===== src/rtl/seq_flow_pkg.sv =====
package seq_flow_pkg;
  // Widths of statement indices, operands and warning codes.
  localparam int PC_W       = 16;
  localparam int DATA_W     = 32;
  localparam int CODE_W     = 8;
  localparam int DEPTH_W    = 3;
  localparam int HIST_N     = 10;
  // Block nesting limit across all block kinds.
  localparam logic [DEPTH_W-1:0] MAX_DEPTH = 3'h6;
  // Clock and millisecond tick timing.
  localparam int CLK_PERIOD_NS = 50;
  localparam int TICK_TIME_NS  = 1000000;
  localparam int TICK_CYCLES   = TICK_TIME_NS / CLK_PERIOD_NS;
  // Delay limits in milliseconds: 0.001 s to 500,000.000 s.
  localparam logic [31:0] DELAY_MIN_MS = 32'h0000_0001;
  localparam logic [31:0] DELAY_MAX_MS = 32'h1DCD_6500;
  // Largest operand magnitude accepted in a loop condition.
  localparam logic signed [DATA_W-1:0] MAX_NUM = 32'h7FFF_FFFF;
  // Warning code limits and reset values.
  localparam logic [CODE_W-1:0] WARN_NONE = 8'h00;
  localparam logic [CODE_W-1:0] WARN_MAX  = 8'hF2;
  localparam logic              POL_RESET = 1'h0;
  // Saturation value of the elapsed time counter.
  localparam logic [31:0] ELAPSED_MAX = 32'hFFFF_FFFF;

  // Statements that reach the unit.
  typedef enum logic [2:0] {
    OP_DELAY, OP_LOOP_BEGIN, OP_LOOP_END, OP_LOOP_BREAK, OP_BLOCK_OPEN, OP_BLOCK_CLOSE, OP_OTHER
  } stmt_op_t;

  // Comparison operators of a loop condition.
  typedef enum logic [2:0] {
    CMP_EQ, CMP_NE, CMP_LT, CMP_LE, CMP_GT, CMP_GE
  } cmp_op_t;
endpackage


===== src/rtl/ms_tick_timer.sv =====
`timescale 1ns/1ns
`default_nettype none
// Millisecond prescaler plus a down counter for sequence delays.
module ms_tick_timer #(
  parameter int TICK_CYCLES = seq_flow_pkg::TICK_CYCLES
) (
  input  wire logic        clk,
  input  wire logic        rst_b,
  input  wire logic        start,
  input  wire logic [31:0] load_ms,
  output logic             tick,
  output logic             expired
);
  logic [31:0] pre;        // Cycles within the current millisecond.
  logic [31:0] remain;     // Milliseconds still to wait.
  logic        running;    // A delay is being counted.
  logic [31:0] next_pre;
  logic [31:0] next_remain;
  logic        next_running;
  logic        next_tick;
  logic        next_expired;

  // The prescaler runs free so elapsed time keeps counting between delays.
  // Only start restarts it, and a delay then waits exactly n whole ticks;
  // restarting the prescaler on start makes the wait exact in milliseconds.
  always_comb begin
    next_pre     = pre + 32'h1;
    next_tick    = 1'b0;
    next_remain  = remain;
    next_running = running;
    next_expired = 1'b0;
    if (start) begin
      next_pre     = 32'h0;
      next_remain  = load_ms;
      next_running = 1'b1;
    end else if (pre == 32'(TICK_CYCLES - 1)) begin
      next_pre  = 32'h0;
      next_tick = 1'b1;
      if (running) begin
        // One tick per millisecond resolves the smallest delay exactly.
        next_remain = remain - 32'h1;
        if (remain == 32'h1) begin
          next_running = 1'b0;
          next_expired = 1'b1;
        end
      end
    end
  end

  // Registers only.
  always_ff @(posedge clk or negedge rst_b) begin
    if (!rst_b) begin
      pre     <= 32'h0;
      remain  <= 32'h0;
      running <= 1'b0;
      tick    <= 1'b0;
      expired <= 1'b0;
    end else begin
      pre     <= next_pre;
      remain  <= next_remain;
      running <= next_running;
      tick    <= next_tick;
      expired <= next_expired;
    end
  end
endmodule
`default_nettype wire


===== src/rtl/sequence_flow_and_warning_unit.sv =====
`timescale 1ns/1ns
`default_nettype none
// Operation
// - Delay holds execution, 0.001 to 500000 seconds.
// - Variable delay argument is taken in milliseconds.
// - Loop end returns to innermost loop start.
// - True condition continues, false skips past end.
// - Six comparison operators between two operands.
// - Operands bounded by maximum; parentheses required.
// - Condition tested once per iteration only.
// - Break exits loop to statement after end.
// - All blocks nest at most six deep.
// - Query reports code, ten history, elapsed time.
// - Warning history lives in volatile storage only.
// - Current code read-only, 00 to F2, starts 00.
// - Clear returns code to 00 unless warning condition still active, history kept.
// - Polarity 0 normally open, 1 normally closed.
// - New polarity saved, active only after reset.
module sequence_flow_and_warning_unit #(
  parameter int TICK_CYCLES = seq_flow_pkg::TICK_CYCLES
) (
  input  wire logic                                         clk,
  input  wire logic                                         rst_b,
  input  wire logic                                         stmt_valid,
  input  wire seq_flow_pkg::stmt_op_t                       stmt_op,
  input  wire logic [seq_flow_pkg::PC_W-1:0]                stmt_pc,
  input  wire logic [seq_flow_pkg::PC_W-1:0]                stmt_match_pc,
  input  wire logic [31:0]                                  delay_ms,
  input  wire seq_flow_pkg::cmp_op_t                        cmp_op,
  input  wire logic signed [seq_flow_pkg::DATA_W-1:0]       operand_a,
  input  wire logic signed [seq_flow_pkg::DATA_W-1:0]       operand_b,
  input  wire logic                                         cond_paren_ok,
  input  wire logic                                         warn_event,
  input  wire logic [seq_flow_pkg::CODE_W-1:0]              warn_code_in,
  input  wire logic                                         warn_cond_active,
  input  wire logic                                         warning_clear_cmd,
  input  wire logic                                         warning_status_query,
  input  wire logic                                         polarity_write,
  input  wire logic                                         polarity_value,
  input  wire logic                                         polarity_stored,
  output logic                                              stmt_busy,
  output logic                                              flow_done,
  output logic [seq_flow_pkg::PC_W-1:0]                     flow_next_pc,
  output logic                                              flow_error,
  output logic [seq_flow_pkg::DEPTH_W-1:0]                  block_depth,
  output logic [seq_flow_pkg::CODE_W-1:0]                   warn_code,
  output logic                                              report_valid,
  output logic [seq_flow_pkg::CODE_W-1:0]                   report_code,
  output logic [seq_flow_pkg::HIST_N*seq_flow_pkg::CODE_W-1:0] report_history,
  output logic [31:0]                                       report_elapsed_ms,
  output logic                                              polarity_active,
  output logic                                              polarity_pending,
  output logic                                              warning_signal_flag,
  output logic                                              warning_output_assign
);
  localparam int PC_W   = seq_flow_pkg::PC_W;
  localparam int CODE_W = seq_flow_pkg::CODE_W;
  localparam int DW     = seq_flow_pkg::DEPTH_W;
  localparam int NB     = 6;

  typedef enum logic {ST_IDLE, ST_DELAY} flow_state_t;

  flow_state_t      state;              // Idle or holding for a delay.
  flow_state_t      next_state;
  logic [PC_W-1:0]  open_pc [NB];       // Opening statement of each open block.
  logic [PC_W-1:0]  close_pc [NB];      // Closing statement of each open block.
  logic             is_cond [NB];       // Block is a conditional loop.
  logic [PC_W-1:0]  next_open_pc [NB];
  logic [PC_W-1:0]  next_close_pc [NB];
  logic             next_is_cond [NB];
  logic [DW-1:0]    next_block_depth;
  logic             next_flow_done;
  logic [PC_W-1:0]  next_flow_next_pc;
  logic             next_flow_error;
  logic [PC_W-1:0]  delay_pc;           // Statement holding the delay.
  logic [PC_W-1:0]  next_delay_pc;
  logic             timer_start;        // Loads the millisecond timer.
  logic             ms_tick;            // One pulse per millisecond.
  logic             delay_expired;      // Delay has run out.
  logic             cond_true;          // Result of the comparison.
  logic             cond_ok;            // Operands and syntax acceptable.
  logic             cl_found;           // An open conditional loop exists.
  logic [DW-1:0]    cl_idx;             // Innermost conditional loop entry.
  logic             reentry;            // Loop begin already on top.
  logic [DW-1:0]    top;                // Index of the top entry.

  // The shared timer gives both the delay count and the elapsed time base.
  ms_tick_timer #(.TICK_CYCLES(TICK_CYCLES)) u_timer (
    .clk     (clk),
    .rst_b   (rst_b),
    .start   (timer_start),
    .load_ms (delay_ms),
    .tick    (ms_tick),
    .expired (delay_expired)
  );

  // Comparison of the two operands.
  always_comb begin
    unique case (cmp_op)
      seq_flow_pkg::CMP_EQ: cond_true = (operand_a == operand_b);
      seq_flow_pkg::CMP_NE: cond_true = (operand_a != operand_b);
      seq_flow_pkg::CMP_LT: cond_true = (operand_a <  operand_b);
      seq_flow_pkg::CMP_LE: cond_true = (operand_a <= operand_b);
      seq_flow_pkg::CMP_GT: cond_true = (operand_a >  operand_b);
      seq_flow_pkg::CMP_GE: cond_true = (operand_a >= operand_b);
      default:              cond_true = 1'b0;
    endcase
    // The most negative code has no positive twin, so it is out of range.
    cond_ok = cond_paren_ok && (operand_a >= -seq_flow_pkg::MAX_NUM)
              && (operand_b >= -seq_flow_pkg::MAX_NUM);
  end

  // Find the innermost open conditional loop beneath any other blocks.
  always_comb begin
    cl_found = 1'b0;
    cl_idx   = '0;
    for (int i = 0; i < NB; i++) begin
      if (DW'(i) < block_depth && is_cond[i]) begin
        cl_found = 1'b1;
        cl_idx   = DW'(i);
      end
    end
    top     = block_depth - 3'h1;
    reentry = (block_depth != '0) && is_cond[top] && (open_pc[top] == stmt_pc);
  end

  // Statement handling and block stack.
  always_comb begin
    next_state        = state;
    next_open_pc      = open_pc;
    next_close_pc     = close_pc;
    next_is_cond      = is_cond;
    next_block_depth  = block_depth;
    next_flow_done    = 1'b0;
    next_flow_next_pc = flow_next_pc;
    next_flow_error   = 1'b0;
    next_delay_pc     = delay_pc;
    timer_start       = 1'b0;
    unique case (state)
      ST_IDLE: begin
        if (stmt_valid) begin
          next_flow_done    = 1'b1;
          next_flow_next_pc = stmt_pc + 16'h1;
          unique case (stmt_op)
            seq_flow_pkg::OP_DELAY: begin
              // Constants arrive as seconds times 1000, variables as ms.
              if (delay_ms >= seq_flow_pkg::DELAY_MIN_MS && delay_ms <= seq_flow_pkg::DELAY_MAX_MS) begin
                next_flow_done = 1'b0;
                next_state     = ST_DELAY;
                next_delay_pc  = stmt_pc;
                timer_start    = 1'b1;
              end else begin
                next_flow_error = 1'b1;
              end
            end
            seq_flow_pkg::OP_LOOP_BEGIN: begin
              if (!cond_ok) begin
                next_flow_error = 1'b1;
              end else if (cond_true) begin
                // Tested here only; the body never re-checks it.
                if (!reentry) begin
                  if (block_depth == seq_flow_pkg::MAX_DEPTH) begin
                    next_flow_error = 1'b1;
                  end else begin
                    next_open_pc[block_depth]  = stmt_pc;
                    next_close_pc[block_depth] = stmt_match_pc;
                    next_is_cond[block_depth]  = 1'b1;
                    next_block_depth           = block_depth + 3'h1;
                  end
                end
              end else begin
                // False: leave the block past its matching end.
                next_flow_next_pc = stmt_match_pc + 16'h1;
                if (reentry) begin
                  next_block_depth = top;
                end
              end
            end
            seq_flow_pkg::OP_LOOP_END: begin
              if (cl_found) begin
                // Back to the opening statement for re-evaluation.
                next_flow_next_pc = open_pc[cl_idx];
                next_block_depth  = cl_idx + 3'h1;
              end else begin
                // An end with no open loop breaks the pairing.
                next_flow_error = 1'b1;
              end
            end
            seq_flow_pkg::OP_LOOP_BREAK: begin
              if (cl_found) begin
                next_flow_next_pc = close_pc[cl_idx] + 16'h1;
                next_block_depth  = cl_idx;
              end else begin
                next_flow_error = 1'b1;
              end
            end
            seq_flow_pkg::OP_BLOCK_OPEN: begin
              if (block_depth == seq_flow_pkg::MAX_DEPTH) begin
                next_flow_error = 1'b1;
              end else begin
                next_open_pc[block_depth]  = stmt_pc;
                next_close_pc[block_depth] = stmt_match_pc;
                next_is_cond[block_depth]  = 1'b0;
                next_block_depth           = block_depth + 3'h1;
              end
            end
            seq_flow_pkg::OP_BLOCK_CLOSE: begin
              if (block_depth == '0) begin
                next_flow_error = 1'b1;
              end else begin
                next_block_depth = top;
              end
            end
            default: begin
            end
          endcase
        end
      end
      ST_DELAY: begin
        // Statements are ignored while busy; the sender must wait.
        if (delay_expired) begin
          next_state        = ST_IDLE;
          next_flow_done    = 1'b1;
          next_flow_next_pc = delay_pc + 16'h1;
        end
      end
    endcase
  end

  // Flow registers.
  always_ff @(posedge clk or negedge rst_b) begin
    if (!rst_b) begin
      state        <= ST_IDLE;
      open_pc      <= '{default: '0};
      close_pc     <= '{default: '0};
      is_cond      <= '{default: 1'b0};
      block_depth  <= '0;
      flow_done    <= 1'b0;
      flow_next_pc <= '0;
      flow_error   <= 1'b0;
      delay_pc     <= '0;
      stmt_busy    <= 1'b0;
    end else begin
      state        <= next_state;
      open_pc      <= next_open_pc;
      close_pc     <= next_close_pc;
      is_cond      <= next_is_cond;
      block_depth  <= next_block_depth;
      flow_done    <= next_flow_done;
      flow_next_pc <= next_flow_next_pc;
      flow_error   <= next_flow_error;
      delay_pc     <= next_delay_pc;
      stmt_busy    <= (next_state == ST_DELAY);
    end
  end

  // Warning state. History is plain flip-flops and is lost at reset.
  logic [CODE_W-1:0] hist [seq_flow_pkg::HIST_N];  // Newest at index 0.
  logic [CODE_W-1:0] next_hist [seq_flow_pkg::HIST_N];
  logic [CODE_W-1:0] next_warn_code;
  logic [31:0]       elapsed;                       // ms since latest warning.
  logic [31:0]       next_elapsed;
  logic              warn_take;                     // Legal warning arrives.
  logic [seq_flow_pkg::HIST_N*CODE_W-1:0] hist_flat;
  logic              pol_loaded;                    // Stored level captured.
  logic              next_polarity_active;
  logic              next_polarity_pending;

  // Warning code, history and elapsed time.
  always_comb begin
    warn_take      = warn_event && warn_code_in != seq_flow_pkg::WARN_NONE
                     && warn_code_in <= seq_flow_pkg::WARN_MAX;
    next_warn_code = warn_code;
    next_hist      = hist;
    next_elapsed   = elapsed;
    if (ms_tick && elapsed != seq_flow_pkg::ELAPSED_MAX) begin
      next_elapsed = elapsed + 32'h1;
    end
    // Clear first so a warning in the same cycle overrides it.
    if (warning_clear_cmd && !warn_cond_active) begin
      next_warn_code = seq_flow_pkg::WARN_NONE;
    end
    if (warn_take) begin
      next_warn_code = warn_code_in;
      next_elapsed   = 32'h0;
      for (int i = seq_flow_pkg::HIST_N - 1; i > 0; i--) begin
        next_hist[i] = hist[i-1];
      end
      next_hist[0] = warn_code_in;
    end
    for (int i = 0; i < seq_flow_pkg::HIST_N; i++) begin
      hist_flat[i*CODE_W +: CODE_W] = hist[i];
    end
  end

  // Polarity: the stored level is taken once after reset release.
  always_comb begin
    next_polarity_active  = polarity_active;
    next_polarity_pending = polarity_pending;
    if (!pol_loaded) begin
      next_polarity_active  = polarity_stored;
      next_polarity_pending = polarity_stored;
    end else if (polarity_write) begin
      next_polarity_pending = polarity_value;
    end
  end

  // Warning registers.
  always_ff @(posedge clk or negedge rst_b) begin
    if (!rst_b) begin
      warn_code             <= seq_flow_pkg::WARN_NONE;
      hist                  <= '{default: seq_flow_pkg::WARN_NONE};
      elapsed               <= '0;
      report_valid          <= 1'b0;
      report_code           <= seq_flow_pkg::WARN_NONE;
      report_history        <= '0;
      report_elapsed_ms     <= '0;
      pol_loaded            <= 1'b0;
      polarity_active       <= seq_flow_pkg::POL_RESET;
      polarity_pending      <= seq_flow_pkg::POL_RESET;
      warning_signal_flag   <= 1'b0;
      warning_output_assign <= 1'b0;
    end else begin
      warn_code         <= next_warn_code;
      hist              <= next_hist;
      elapsed           <= next_elapsed;
      report_valid      <= warning_status_query;
      if (warning_status_query) begin
        report_code       <= warn_code;
        report_history    <= hist_flat;
        report_elapsed_ms <= elapsed;
      end
      pol_loaded            <= 1'b1;
      polarity_active       <= next_polarity_active;
      polarity_pending      <= next_polarity_pending;
      warning_signal_flag   <= (next_warn_code != seq_flow_pkg::WARN_NONE);
      // Level 0 closes on warning; level 1 opens on warning.
      warning_output_assign <= (next_warn_code != seq_flow_pkg::WARN_NONE) ^ next_polarity_active;
    end
  end
endmodule
`default_nettype wire


===== config.mk =====
export PLATFORM = sky130hd
export DESIGN_NAME = sequence_flow_and_warning_unit
export DESIGN_NICKNAME = d
export VERILOG_FILES = /design/src/rtl/seq_flow_pkg.sv /design/src/rtl/ms_tick_timer.sv /design/src/rtl/sequence_flow_and_warning_unit.sv
export SDC_FILE = /design/constraint.sdc
export NUM_CORES = 1
export LEC_CHECK = 0
export CAP_MARGIN = 15
export CELL_PAD_IN_SITES_DETAIL_PLACEMENT = 1
export CELL_PAD_IN_SITES_GLOBAL_PLACEMENT = 1
export CORE_ASPECT_RATIO = 2
export CORE_MARGIN = 5
export CORE_UTILIZATION = 25
export CTS_CLUSTER_SIZE = 16
export DETAILED_ROUTE_END_ITERATION = 6
export DONT_BUFFER_PORTS = 1
export PLACE_DENSITY = 0.42
export REMOVE_ABC_BUFFERS = 1
export SYNTH_ARGS = -nofsm -noshare
export SYNTH_HDL_FRONTEND = slang
export SYNTH_SLANG_ARGS = --single-unit

===== constraint.sdc =====
create_clock -name clk -period 11 [get_ports clk]
set_input_delay 3.3 -clock clk [delete_from_list [all_inputs] [get_ports clk]]
set_output_delay 3.3 -clock clk [all_outputs]
set_load 0.02 [all_outputs]

Word-level counts from Yosys, hierarchy flattened --
Index checks and enable logic that the tools add are counted.
Operators by class: $lt $le $gt $ge 19, equality and inequality tests 30, add/subtract/negate cells 10, mux-type cells 105, bitwise operators 8, reduce and logical (&&, ||, !) cells 35
Operator list (number):
- $mux 96 | 8
- $pmux 96 s2 | 2
- $mux 32 | 7
- $mux 16 | 13
- $bwmux 96 | 2
- $bmux 16 s3 | 3
- $add 16x1->16 const B | 4
- $add 32x1->32 const B | 2
- $ge 32x32->1 const B | 2
- $demux 16 s3 | 1
- $pmux 16 s3 | 1
- $mux 1 | 40
- $mux 3 | 12
- $eq 32x1->1 const B | 1
- $eq 32x15->1 const B | 1
- $eq 32x32->1 | 1
- $ge 32x1->1 const B | 1
- $ge 32x32->1 | 1
- $gt 32x32->1 | 1
- $le 32x29->1 const B | 1
- $le 32x32->1 | 1
- $lt 32x32->1 | 1
- $ne 32x32->1 | 1
- $ne 32x32->1 const B | 1
- other kinds (45) | 99
Storage, ports and cells: input bits 153, register bits 549, word-level logic and storage cells 257

Logic depth before layout (Yosys ltp) --
Gate-level depths: netlist of run 1.
word-level depth 16, gate-level depth with buffers 18, depth with buffers taken out 17

Hierarchy --
From an unflattened synthesis of run 1, not the netlist that was laid out.
Second synthesis, totals: cell total of the unflattened synthesis 2491, area, all modules 28407.2 um^2
By module, submodules not included:
- sequence_flow_and_warning_unit | seq. area each 12061.6 um^2, area each 24656.1 um^2, cells an instance 2077, instances 1
- ms_tick_timer | seq. area each 1676.6 um^2, area each 3751.1 um^2, cells an instance 414, instances 1

Worst setup path after synthesis of run 1 --
OpenSTA, ideal clock, no wires.
path kind input-to-reg, from input operand_b[1] (netlist bit), to register close_pc[58] (netlist bit), required time 10.875 ns, cell stages on the path 15, arrival time 6.641 ns, buffers on the path 3, setup time 0.125 ns, slack 4.235 ns, path through inv_1 ha_1 nor2b_1 o211ai_1 a2111o_1 a31oi_1 mux2_4 a211o_1 and2_1 buf_6 o31a_1 buf_6 nor4_4 buf_6 mux2_2
Between the ends: word-level cells in the longest chain between the ends 4, elaborated cells between the ends (all ways) 12
Ends and longest elaborated chain:
- start: declaration | line sequence_flow_and_warning_unit.sv:31 | input wire logic signed [seq_flow_pkg::DATA_W-1:0] operand_b,
- $ge 32x32->1 (tied with other cells) | line sequence_flow_and_warning_unit.sv:105 | seq_flow_pkg::CMP_GE: cond_true = (operand_a >= operand_b);
- $pmux 1 s6 / $logic_and 1x1->1 (equally long branches) | line sequence_flow_and_warning_unit.sv:99, sequence_flow_and_warning_unit.sv:110
- $ne 2x2->1 (no source line)
- $reduce_and 6->1 (no source line) *
- end signal: assignment | line sequence_flow_and_warning_unit.sv:246 | close_pc <= next_close_pc;
- end: declaration | line sequence_flow_and_warning_unit.sv:66 | logic [PC_W-1:0] close_pc [NB];
Every way passes the cells marked *; elsewhere a longest branch is shown, timed or not. A chain may end at the register's enable or synchronous reset.

Worst setup path in the final report of run 1 --
from input operand_b[7] (netlist bit), to register close_pc[58] (netlist bit)
Same word-level chain as after synthesis.

==> results of run 1 <==
==> logic make-up after synthesis <==
logic type	after synthesis
XOR/XNOR	164
AO/OA/AOI/OAI	332
other	1
multiplexers	496
AND/OR/NAND/NOR	667
flip-flops	549
buffers and inverters	203
adder cells (fa/ha/maj)	48
==> power by group through the flow <==
stage	clock network, mW	logic [mW]	registers [mW]
floorplan	0	1.63	3.13
global placement	0	2.50	3.29
detailed placement	0	2.54	3.32
CTS	2.14	2.55	3.28
global route	2.21	2.72	3.35
finish	2.04	2.52	3.27
==> worst max-delay path, cell delays in order <==
cell and delay (ns):
inv_1 0.03, ha_1 0.31, nand4_1 0.18, a2111o_1 0.45, a31oi_1 0.23, mux2_4 0.34
a211o_1 0.35, and2_1 0.29, o31a_1 0.55, nor4_4 0.78, buf_4 0.59, mux2_2 0.39
==> sequential cells by signal, indices dropped and copies added (netlist names), 3 cells and up, named ones only <==
register / flops
block_depth: 3
close_pc: 96
delay_pc: 16
elapsed: 32
flow_next_pc: 16
hist: 80
open_pc: 96
report_code: 8
report_elapsed_ms: 32
report_history: 80
u_timer.pre: 32
u_timer.remain: 32
warn_code: 8
==> worst paths after layout <==
check | to | depth (start not counted) | slack (ns)
worst max-delay path | close_pc[58] | 12 | 3.69
worst min-delay path | hist[14] | 1 | 0.47
worst max register to register | close_pc[56] | 14 | 4.34
worst min register to register | hist[14] | 1 | 0.47
max in group asynchronous | close_pc[43] | 1 | 6.87
min in group asynchronous | open_pc[86] | 0 | 2.36
==> synth_stat cells, types with 10 or more instances <==
library cell	n
xnor2_1	75
o211ai_1	14
buf_4	12
xor2_1	88
mux2i_1	53
nor3_1	32
mux2_1	62
clkbuf_1	90
dfrtp_1	549
nor2_1	189
nor2b_1	15
o21ai_0	54
a31oi_1	24
and2_1	10
mux2_2	363
o22ai_1	16
and3_1	30
nand4_1	45
or3_1	16
inv_1	66
a22o_1	15
a211oi_1	14
nand2_1	155
nand3_1	85
nand2b_1	10
mux4_2	17
a21oi_1	96
nor4_1	34
ha_1	48
buf_6	18
==> through the flow <==
| stage | cell area (um2) | power [mW] | cells | setup slack, ns | hold WS (ns) |
|---|---|---|---|---|---|
| 2_1_floorplan | 27300 | 4.76 | 2324 | 0.0693 | 0.448 |
| 3_3_place_gp | 29500 | 5.79 | 3848 | 3.00 | 0.463 |
| 3_5_place_dp | 29500 | 5.85 | 3848 | 2.91 | 0.472 |
| 4_1_cts | 31500 | 7.97 | 3950 | 3.66 | 0.471 |
| 5_1_grt | 31500 | 8.29 | 3953 | 3.49 | 0.502 |
| 6_report | 31500 | 7.83 | 3953 | 3.69 | 0.473 |
==> placed cells by master (no fill, tap or decap), types with 8 or more instances in the layout <==
master     instances
nor3_1            31
a211oi_1          14
nand3_1           85
and3_1            30
xnor2_1           75
mux2_2           363
nand2_1          154
nor4_1            34
clkinv_2          10
mux2_1            62
ha_1              48
and2_1            10
inv_1             66
a22o_1            15
o22ai_1           16
nand4_1           45
o211ai_1          14
o221ai_1           8
a31oi_1           24
or3_1             16
nand2b_1          10
clkbuf_1          15
mux4_2            17
xor2_1            88
o21ai_0           54
mux2i_1           53
dfrtp_1          548
nor2b_1           15
clkbuf_16         57
a311oi_1           8
buf_4             37
clkbuf_8           9
nor2_1           187
a21oi_1           95
==> layout make-up <==
type                            count  area, um2
Sequential cell                   549      13700
Clock inverter                     21        322
Multi-Input combinational cell   1708      13400
Tap cell                         1487       1860
Clock buffer                       81       1610
Antenna cell                        1       2.50
Timing Repair Buffer               39        333
Fill cell                       12302      79800
Inverter                           67        251
==> metal layers <==
metal	vias to the layer above	routed length (um)	global-route usage, %
met1	10169	32400	15.5
li1	8780	-	-
met4	0	5190	7.45
met5	-	0	0
met3	183	6970	4.77
met2	518	55200	31.7
==> run_results.csv, run 1 <==
group,metric,value,unit
timing,fmax,137,MHz
floorplanning,fp-row-count,173,
synth,syn-cell-area,28000,um2
route,via_per_inst,4.97,
grt,grt_max_degree,550,
route,finalWirelength,99800,um
layout,area_delta_synth_final,12.4,%
pwr,switching_share,38.4,%
timing,finClkSkew,0.0637,ns
critical_path,end_kind,"flip-flop",
grt,grt_pass1_wl,148000,um
pwr,clockPowerShare,26.0,%
timing,hold_viol_final,0,
synth,syn_inst,2460,
cts,clock_latency,0.67,ns
pwr,power.leakage,13.1,nW
placed_design,portBuffers,0,
grt,gr-total-overflow,0,
timing,setup_viol,0,
pwr,seqPwrFrac,41.7,%
cts,post_cts_buffers,0,
cts,postCtsResizedCells,0,
pwr,comb_power_share,32.3,%
synth,synth_mux_area_share,20.4,%
synth,synthAdderAreaFrac,2.14,%
synth,synthArstFlopShare,100,%
layout,post_route_cells_drive_above_1_share,22.1,%
route,routedWlPerCell,25.3,um
floorplanning,start_util,25.2,%
synth,yosys.area_share.simple,11.8,%
timing,fin_tns_setup,0,ns
grt,grt_pass1_vias,21963,
synth,yosys-top-cells-area,"dfrtp_1 (49%), mux2_2 (15%), xor2_1 (2.7%)",
synth,synth_edf_count,0,
pwr,peakVddDrop,0.122,mV
floorplanning,core,111000,um2
timing,drv_slew,0,
critical_path,cp.arrival,7.85,ns
floorplanning,ios,308,
route,ant_nets,0,
synth,ys_seq_elements,549,
cts,cts_buffers,57,
run,drv_cap,0,
cts,clk_pin_slew,0.06,ns
synth,synth_top_area_share,49.0,%
route,vias,19650,
pwr,power.density,248,nW/um2
critical_path,crit_type,"primary input to flip-flop",
synth,synth_xor_area_share,5.15,%
cts,cts.sinks,549,
cts,cts_tree,"built",
timing,period_needed,7.31,ns
layout,final_util,28.3,%
route,dr.pass1.iters,5,
hold_path,min_from,"hist[22]",
grt,track_usage,16.3,%
layout,fin_nets,2623,
critical_path,worstPathRequired,11.55,ns
timing,relSlewSlack,3.78,%
floorplanning,dieArea,119000,um2
synth,yosysTopAreaCell,"dfrtp_1",
synth,yosysUniqueCellTypes,87,
cts,cts.path.max_buffers,3,
cts,cts-htree-levels,2,
floorplanning,fp.dieH,484,um
critical_path,worstReg2RegStart,"block_depth[0]",
synth,syn_area_per_cell,11.4,um2
floorplanning,die_x,247,um
pwr,p_switching,3.01,mW
critical_path,critPathMaxFanout,25,
synth,synth-compound-area-share,8.06,%
route,first_iter_violations,855,
placed_design,gp_congestion,0.827,
pwr,p_int,4.82,mW
run_status,outcome,"finished, final reports clean",
placed_design,dpl.hpwl,72000,um
timing,rsz0062_at_grt,"false",
synth,yosys_warnings,0,
cts,cts_hold_buf,0,
timing,min_period_over_period,66.4,%
cts,cts_root_buf,"clkbuf_16",
hold_path,min_path_type,"flip-flop to flip-flop",
synth,synthFlopType,"dfrtp_1",
synth,synth_seq_area_share,49.0,%
grt,antenna_found_initial,1,
critical_path,crit_start,"operand_b[7]",
timing,worst_pin_slew,1.44,ns
route,drcViolationCount,0,
critical_path,start_kind,"primary input",
synth,synth_top_family_by_area,"multiplexers",
No activity file was read; power rests on OpenSTA's default activity.
==> inputs of run 2 (changes only) <==
==> constraint.sdc (replaced) <==
create_clock -name clk -period 7 [get_ports clk]
set_input_delay 2.1 -clock clk [delete_from_list [all_inputs] [get_ports clk]]
set_output_delay 2.1 -clock clk [all_outputs]
set_load 0.02 [all_outputs]
==> run 2 against run 1 <==
Compared with the run above:
- clock skew is 0.021 ns lower
- die area did not move
- final cell count is 0.46% higher
- sequential power increased by 56%
- wire length rose by 0.88%
- first-iteration DRC count shrank 11%
- combinational power grew 63%
- core utilization is 0.35 points higher
- critical endpoint unchanged
- largest power group unchanged
==> run_results.csv, run 2 (synthesis gave the netlist of run 1 again) <==
group,metric,value,unit
placed_design,portBuffers,0,
cts,cts_buffers,56,
route,dr_wl_met2,56900,um
critical_path,slowest_delay,0.79,ns
timing,min_period_over_period,83.0,%
route,vias,19798,
layout,layout_commonest_cell,"dfrtp_1",
cts,cts-htree-levels,2,
floorplanning,dieArea,119000,um2
critical_path,crit_chain,"inv_1 -> ha_1 -> nand4_1 -> nor4_2 -> nor2_1 -> a31oi_1 -> mux2_4 -> a211o_1 -> and2_1 -> o31a_1 -> buf_4 -> nor4_4 -> buf_12 -> mux2_2",
layout,stdcell_count,3971,
timing,drv_slew,0,
layout,fin_nets,2638,
route,routedWlPerCell,25.4,um
floorplanning,die_x,247,um
pwr,power.density,396,nW/um2
grt,grt_pass1_wl,150000,um
floorplanning,fp.dieH,484,um
route,wl_met3,6340,um
critical_path,critPathBufInv,3,
critical_path,critPathMaxFanout,24,
critical_path,crit_type,"primary input to flip-flop",
route,wl_met1,32800,um
placed_design,place_inst,3863,
route,dr.pass1.iters,5,
timing,fmax,172,MHz
timing,period_needed,5.81,ns
cts,clk_pin_slew,0.06,ns
route,via_per_inst,4.99,
grt,gr-total-overflow,0,
grt,track_usage,16.6,%
grt,grt_pass1_vias,22230,
critical_path,cp.arrival,6.35,ns
critical_path,cp_top_family,"simple AND/OR/NAND/NOR gates",
floorplanning,ios,308,
cts,cts.path.max_buffers,3,
layout,area_delta_synth_final,13.7,%
placed_design,dpl.hpwl,73400,um
route,drcViolationCount,0,
route,finalWirelength,101000,um
run,drv_cap,0,
route,maxUsedRoutingLayer,"met4",
cts,post_cts_buffers,0,
timing,rsz0062_at_grt,"false",
cts,cts_hold_buf,0,
hold_path,min_path_type,"flip-flop to flip-flop",
layout,reg.largest.list,"close_pc: 96 flops, open_pc: 96 flops",
cts,cts_root_buf,"clkbuf_16",
cts,cts.sinks,549,
floorplanning,core,111000,um2
layout,final_cell_mix,"dfrtp_1 (548), mux2_2 (363), nor2_1 (188)",
layout,post_route_cells_drive_above_1_share,23.0,%
placed_design,gp_congestion,0.848,
critical_path,start_kind,"primary input",
layout,final_util,28.7,%
route,ant_nets,0,
grt,grt_max_degree,550,
timing,setup_viol,0,
route,first_iter_violations,762,
floorplanning,fp-row-count,173,
critical_path,end_kind,"flip-flop",
critical_path,cp_slowest_cell,"nor4_4",
timing,worst_pin_slew,1.09,ns
cts,clock_latency,0.67,ns
run_status,outcome,"finished, final reports clean",
cts,postCtsResizedCells,0,
pwr,peakVddDrop,0.191,mV
grt,antenna_found_initial,1,
pwr,power.leakage,13.3,nW
timing,relSlewSlack,27.2,%
timing,finClkSkew,0.0422,ns
critical_path,worstPathRequired,7.54,ns
floorplanning,start_util,25.2,%
timing,hold_viol_final,0,
cts,cts_tree,"built",
## run 2: power breakdown
part,internal (mW),switching (mW)
sequential,4.08,1.01
combinational,1.73,2.39
clock,1.99,1.42
## run 2: layout make-up
type                            instances  area, um2
Multi-Input combinational cell       1708      13400
Tap cell                             1487       1860
Sequential cell                       549      13700
Fill cell                           12360      79400
Clock inverter                         31        523
Timing Repair Buffer                   55        573
Clock buffer                           73       1560
Inverter                               67        251
Antenna cell                            1       2.50
## run 2: routing by layer
metal	vias to the layer above	GRT usage (%)
met3	153	4.30
met5	-	0
met4	0	6.80
met1	10337	15.8
met2	483	32.9
li1	8825	-
## run 2: worst reg2reg max path: stages, from the launching register on
cell and delay [ns]:
dfrtp_2 0.40, inv_1 0.34, ha_1 0.54, xor2_4 0.55
buf_4 0.26, mux2i_1 0.23, o22ai_1 0.11, a31oi_1 0.18
xor2_1 0.10, nand4_1 0.27, a221oi_2 0.07, buf_4 0.21
o31a_1 0.25, buf_4 0.19, nor4_4 0.79, buf_12 0.31
mux2_2 0.43
## run 2: worst paths after layout
path | slack, ns | end | start | depth (start not counted)
max in group asynchronous | 3.90 | close_pc[10] | rst_b | 2
worst min register to register | 0.48 | close_pc[34] | close_pc[34] | 1
worst max register to register | 1.68 | close_pc[58] | block_depth[0] | 16
worst min-delay path | 0.48 | close_pc[34] | close_pc[34] | 1
min in group asynchronous | 1.16 | report_elapsed_ms[28] | rst_b | 0
worst max-delay path | 1.19 | close_pc[58] | operand_b[25] | 14
## run 2: through the flow
step | setup TNS (ns) | total power [mW] | setup slack [ns] | instance area [um2] | hold slack [ns]
finish | 0 | 12.6 | 1.19 | 31900 | 0.485
floorplan | -184.71 | 7.48 | -2.73 | 27300 | 0.448
global placement | 0 | 9.20 | 0.489 | 29700 | 0.463
CTS | 0 | 12.9 | 1.18 | 31800 | 0.485
detailed placement | 0 | 9.32 | 0.453 | 29700 | 0.468
global route | 0 | 13.4 | 1.01 | 31900 | 0.504
==> inputs of run 3 (changes only) <==
--- a/config.mk
+++ b/config.mk
@@ -14,7 +14,7 @@
 export CTS_CLUSTER_SIZE = 16
 export DETAILED_ROUTE_END_ITERATION = 6
 export DONT_BUFFER_PORTS = 1
-export PLACE_DENSITY = 0.42
+export PLACE_DENSITY = 0.43
 export REMOVE_ABC_BUFFERS = 1
 export SYNTH_ARGS = -nofsm -noshare
 export SYNTH_HDL_FRONTEND = slang
==> constraint.sdc (replaced) <==
create_clock -name clk -period 5.3 [get_ports clk]
set_input_delay 1.59 -clock clk [delete_from_list [all_inputs] [get_ports clk]]
set_output_delay 1.59 -clock clk [all_outputs]
set_load 0.02 [all_outputs]
==> run 3 against run 2 <==
Compared with the run above:
- the flow now finishes with violations (slew limit)
- sequential power increased by 32%
- combinational power increased by 35%
- non-clock buffer count increased by 38
- total power increased by 32%
- clock skew increased by 0.029 ns
- largest cell class unchanged
==> run_results.csv, run 3 (synthesis gave the netlist of run 1 again) <==
group,metric,value,unit
run_status,outcome,"finished with violations",
run_status,violations,"slew limit",
route,ant_nets,0,
placed_design,placedInstanceArea,30100,um2
cts,post_cts_buffers,0,
floorplanning,ios,308,
layout,post_route_cells_drive_above_1_share,24.1,%
floorplanning,start_util,25.2,%
layout,final_cell_mix,"dfrtp_1 (548), mux2_2 (363), nor2_1 (188)",
timing,fin_ws,0.635,ns
run,drv_cap,0,
pwr,power,16.6,mW
timing,drv_slew,442,
floorplanning,dieArea,119000,um2
grt,grt_pass1_wl,149000,um
floorplanning,fp.dieH,484,um
cts,cts-htree-levels,2,
timing,relSlewSlack,-179,%
cts,cts_root_buf,"clkbuf_16",
cts,cts_hold_buf,0,
layout,stdcell_count,4010,
route,drcViolationCount,0,
route,routedWlPerCell,25.0,um
cts,cts.path.max_buffers,3,
floorplanning,core,111000,um2
layout,area_delta_synth_final,14.4,%
floorplanning,fp-row-count,173,
timing,period_needed,4.67,ns
timing,fmax,214,MHz
pwr,power.leakage,13.5,nW
grt,grt_max_degree,550,
layout,fin_area,32100,um2
route,finalWirelength,100000,um
critical_path,start_kind,"primary input",
timing,setup_viol,0,
pwr,power.density,518,nW/um2
timing,finClkSkew,0.0714,ns
cts,postCtsResizedCells,0,
timing,fin_tns_setup,0,ns
timing,rsz0062_at_grt,"false",
layout,layout_commonest_cell,"dfrtp_1",
cts,clk_pin_slew,0.07,ns
route,first_iter_violations,805,
layout,fin_nets,2677,
cts,cts.sinks,549,
grt,track_usage,16.4,%
timing,hold_viol_final,0,
critical_path,crit_type,"primary input to flip-flop",
cts,clock_latency,0.68,ns
cts,cts_tree,"built",
critical_path,worstPathRequired,5.84,ns
cts,cts_buffers,57,
timing,min_period_over_period,88.0,%
placed_design,dp_worst_setup_slack,-0.145,ns
grt,gr-total-overflow,0,
critical_path,end_kind,"flip-flop",
grt,antenna_found_initial,1,
placed_design,place_inst,3904,
hold_path,min_path_type,"flip-flop to flip-flop",
critical_path,cp.arrival,5.21,ns
pwr,peakVddDrop,0.289,mV
route,vias,19834,
timing,worst_pin_slew,4.19,ns
critical_path,critPathMaxFanout,24,
placed_design,dpl.hpwl,74000,um
route,dr.pass1.iters,5,
placed_design,portBuffers,0,
layout,reg.largest.list,"close_pc: 96 flops, open_pc: 96 flops",
floorplanning,die_x,247,um
layout,final_util,28.8,%
route,via_per_inst,4.95,
grt,grt_pass1_vias,22638,
placed_design,gp_congestion,0.837,
critical_path,rrSetupSlack,0.90,ns
timing,hold_ws,0.449,ns
-- run 3: final cells by class --
type | count | area (um2)
Fill cell | 12370 | 79200
Sequential cell | 549 | 13700
Multi-Input combinational cell | 1708 | 13400
Tap cell | 1487 | 1860
Clock buffer | 69 | 1520
Timing Repair Buffer | 93 | 848
Clock inverter | 36 | 467
Inverter | 67 | 251
Antenna cell | 1 | 2.50
-- run 3: worst paths after layout --
path / from / endpoint / cells after the start
min: hist[0] / report_history[72] / 1
min reg2reg: hist[0] / report_history[72] / 1
min in group asynchronous: rst_b / elapsed[24] / 0
max in group asynchronous: rst_b / block_depth[0] / 0
max reg2reg: block_depth[1] / open_pc[87] / 16
max: operand_b[15] / open_pc[87] / 14
-- run 3: worst max-delay path, cell delays in order --
cell and delay, ns:
inv_1 0.03, ha_1 0.29, nand4_1 0.22, nor4_1 0.55, and2_2 0.28, xnor2_1 0.07
a211oi_1 0.34, a21oi_1 0.11, and2_1 0.21, o31a_1 0.34, buf_12 0.16, nor4_4 0.35
buf_12 0.28, mux2_2 0.37
-- run 3: where the power goes --
group,leakage [nW],internal [mW],switching (mW)
clock network,0.960,2.42,1.91
registers,6.93,5.39,1.36
logic,5.57,2.43,3.12
-- run 3: metal layers --
metal  routed length [um]  vias up  GRT usage (%)
met4                 5920        0           8.47
li1                     -     8892              -
met5                    0        -              0
met3                 7050      187           4.74
met1                31900    10236           15.0
met2                55300      519           32.2
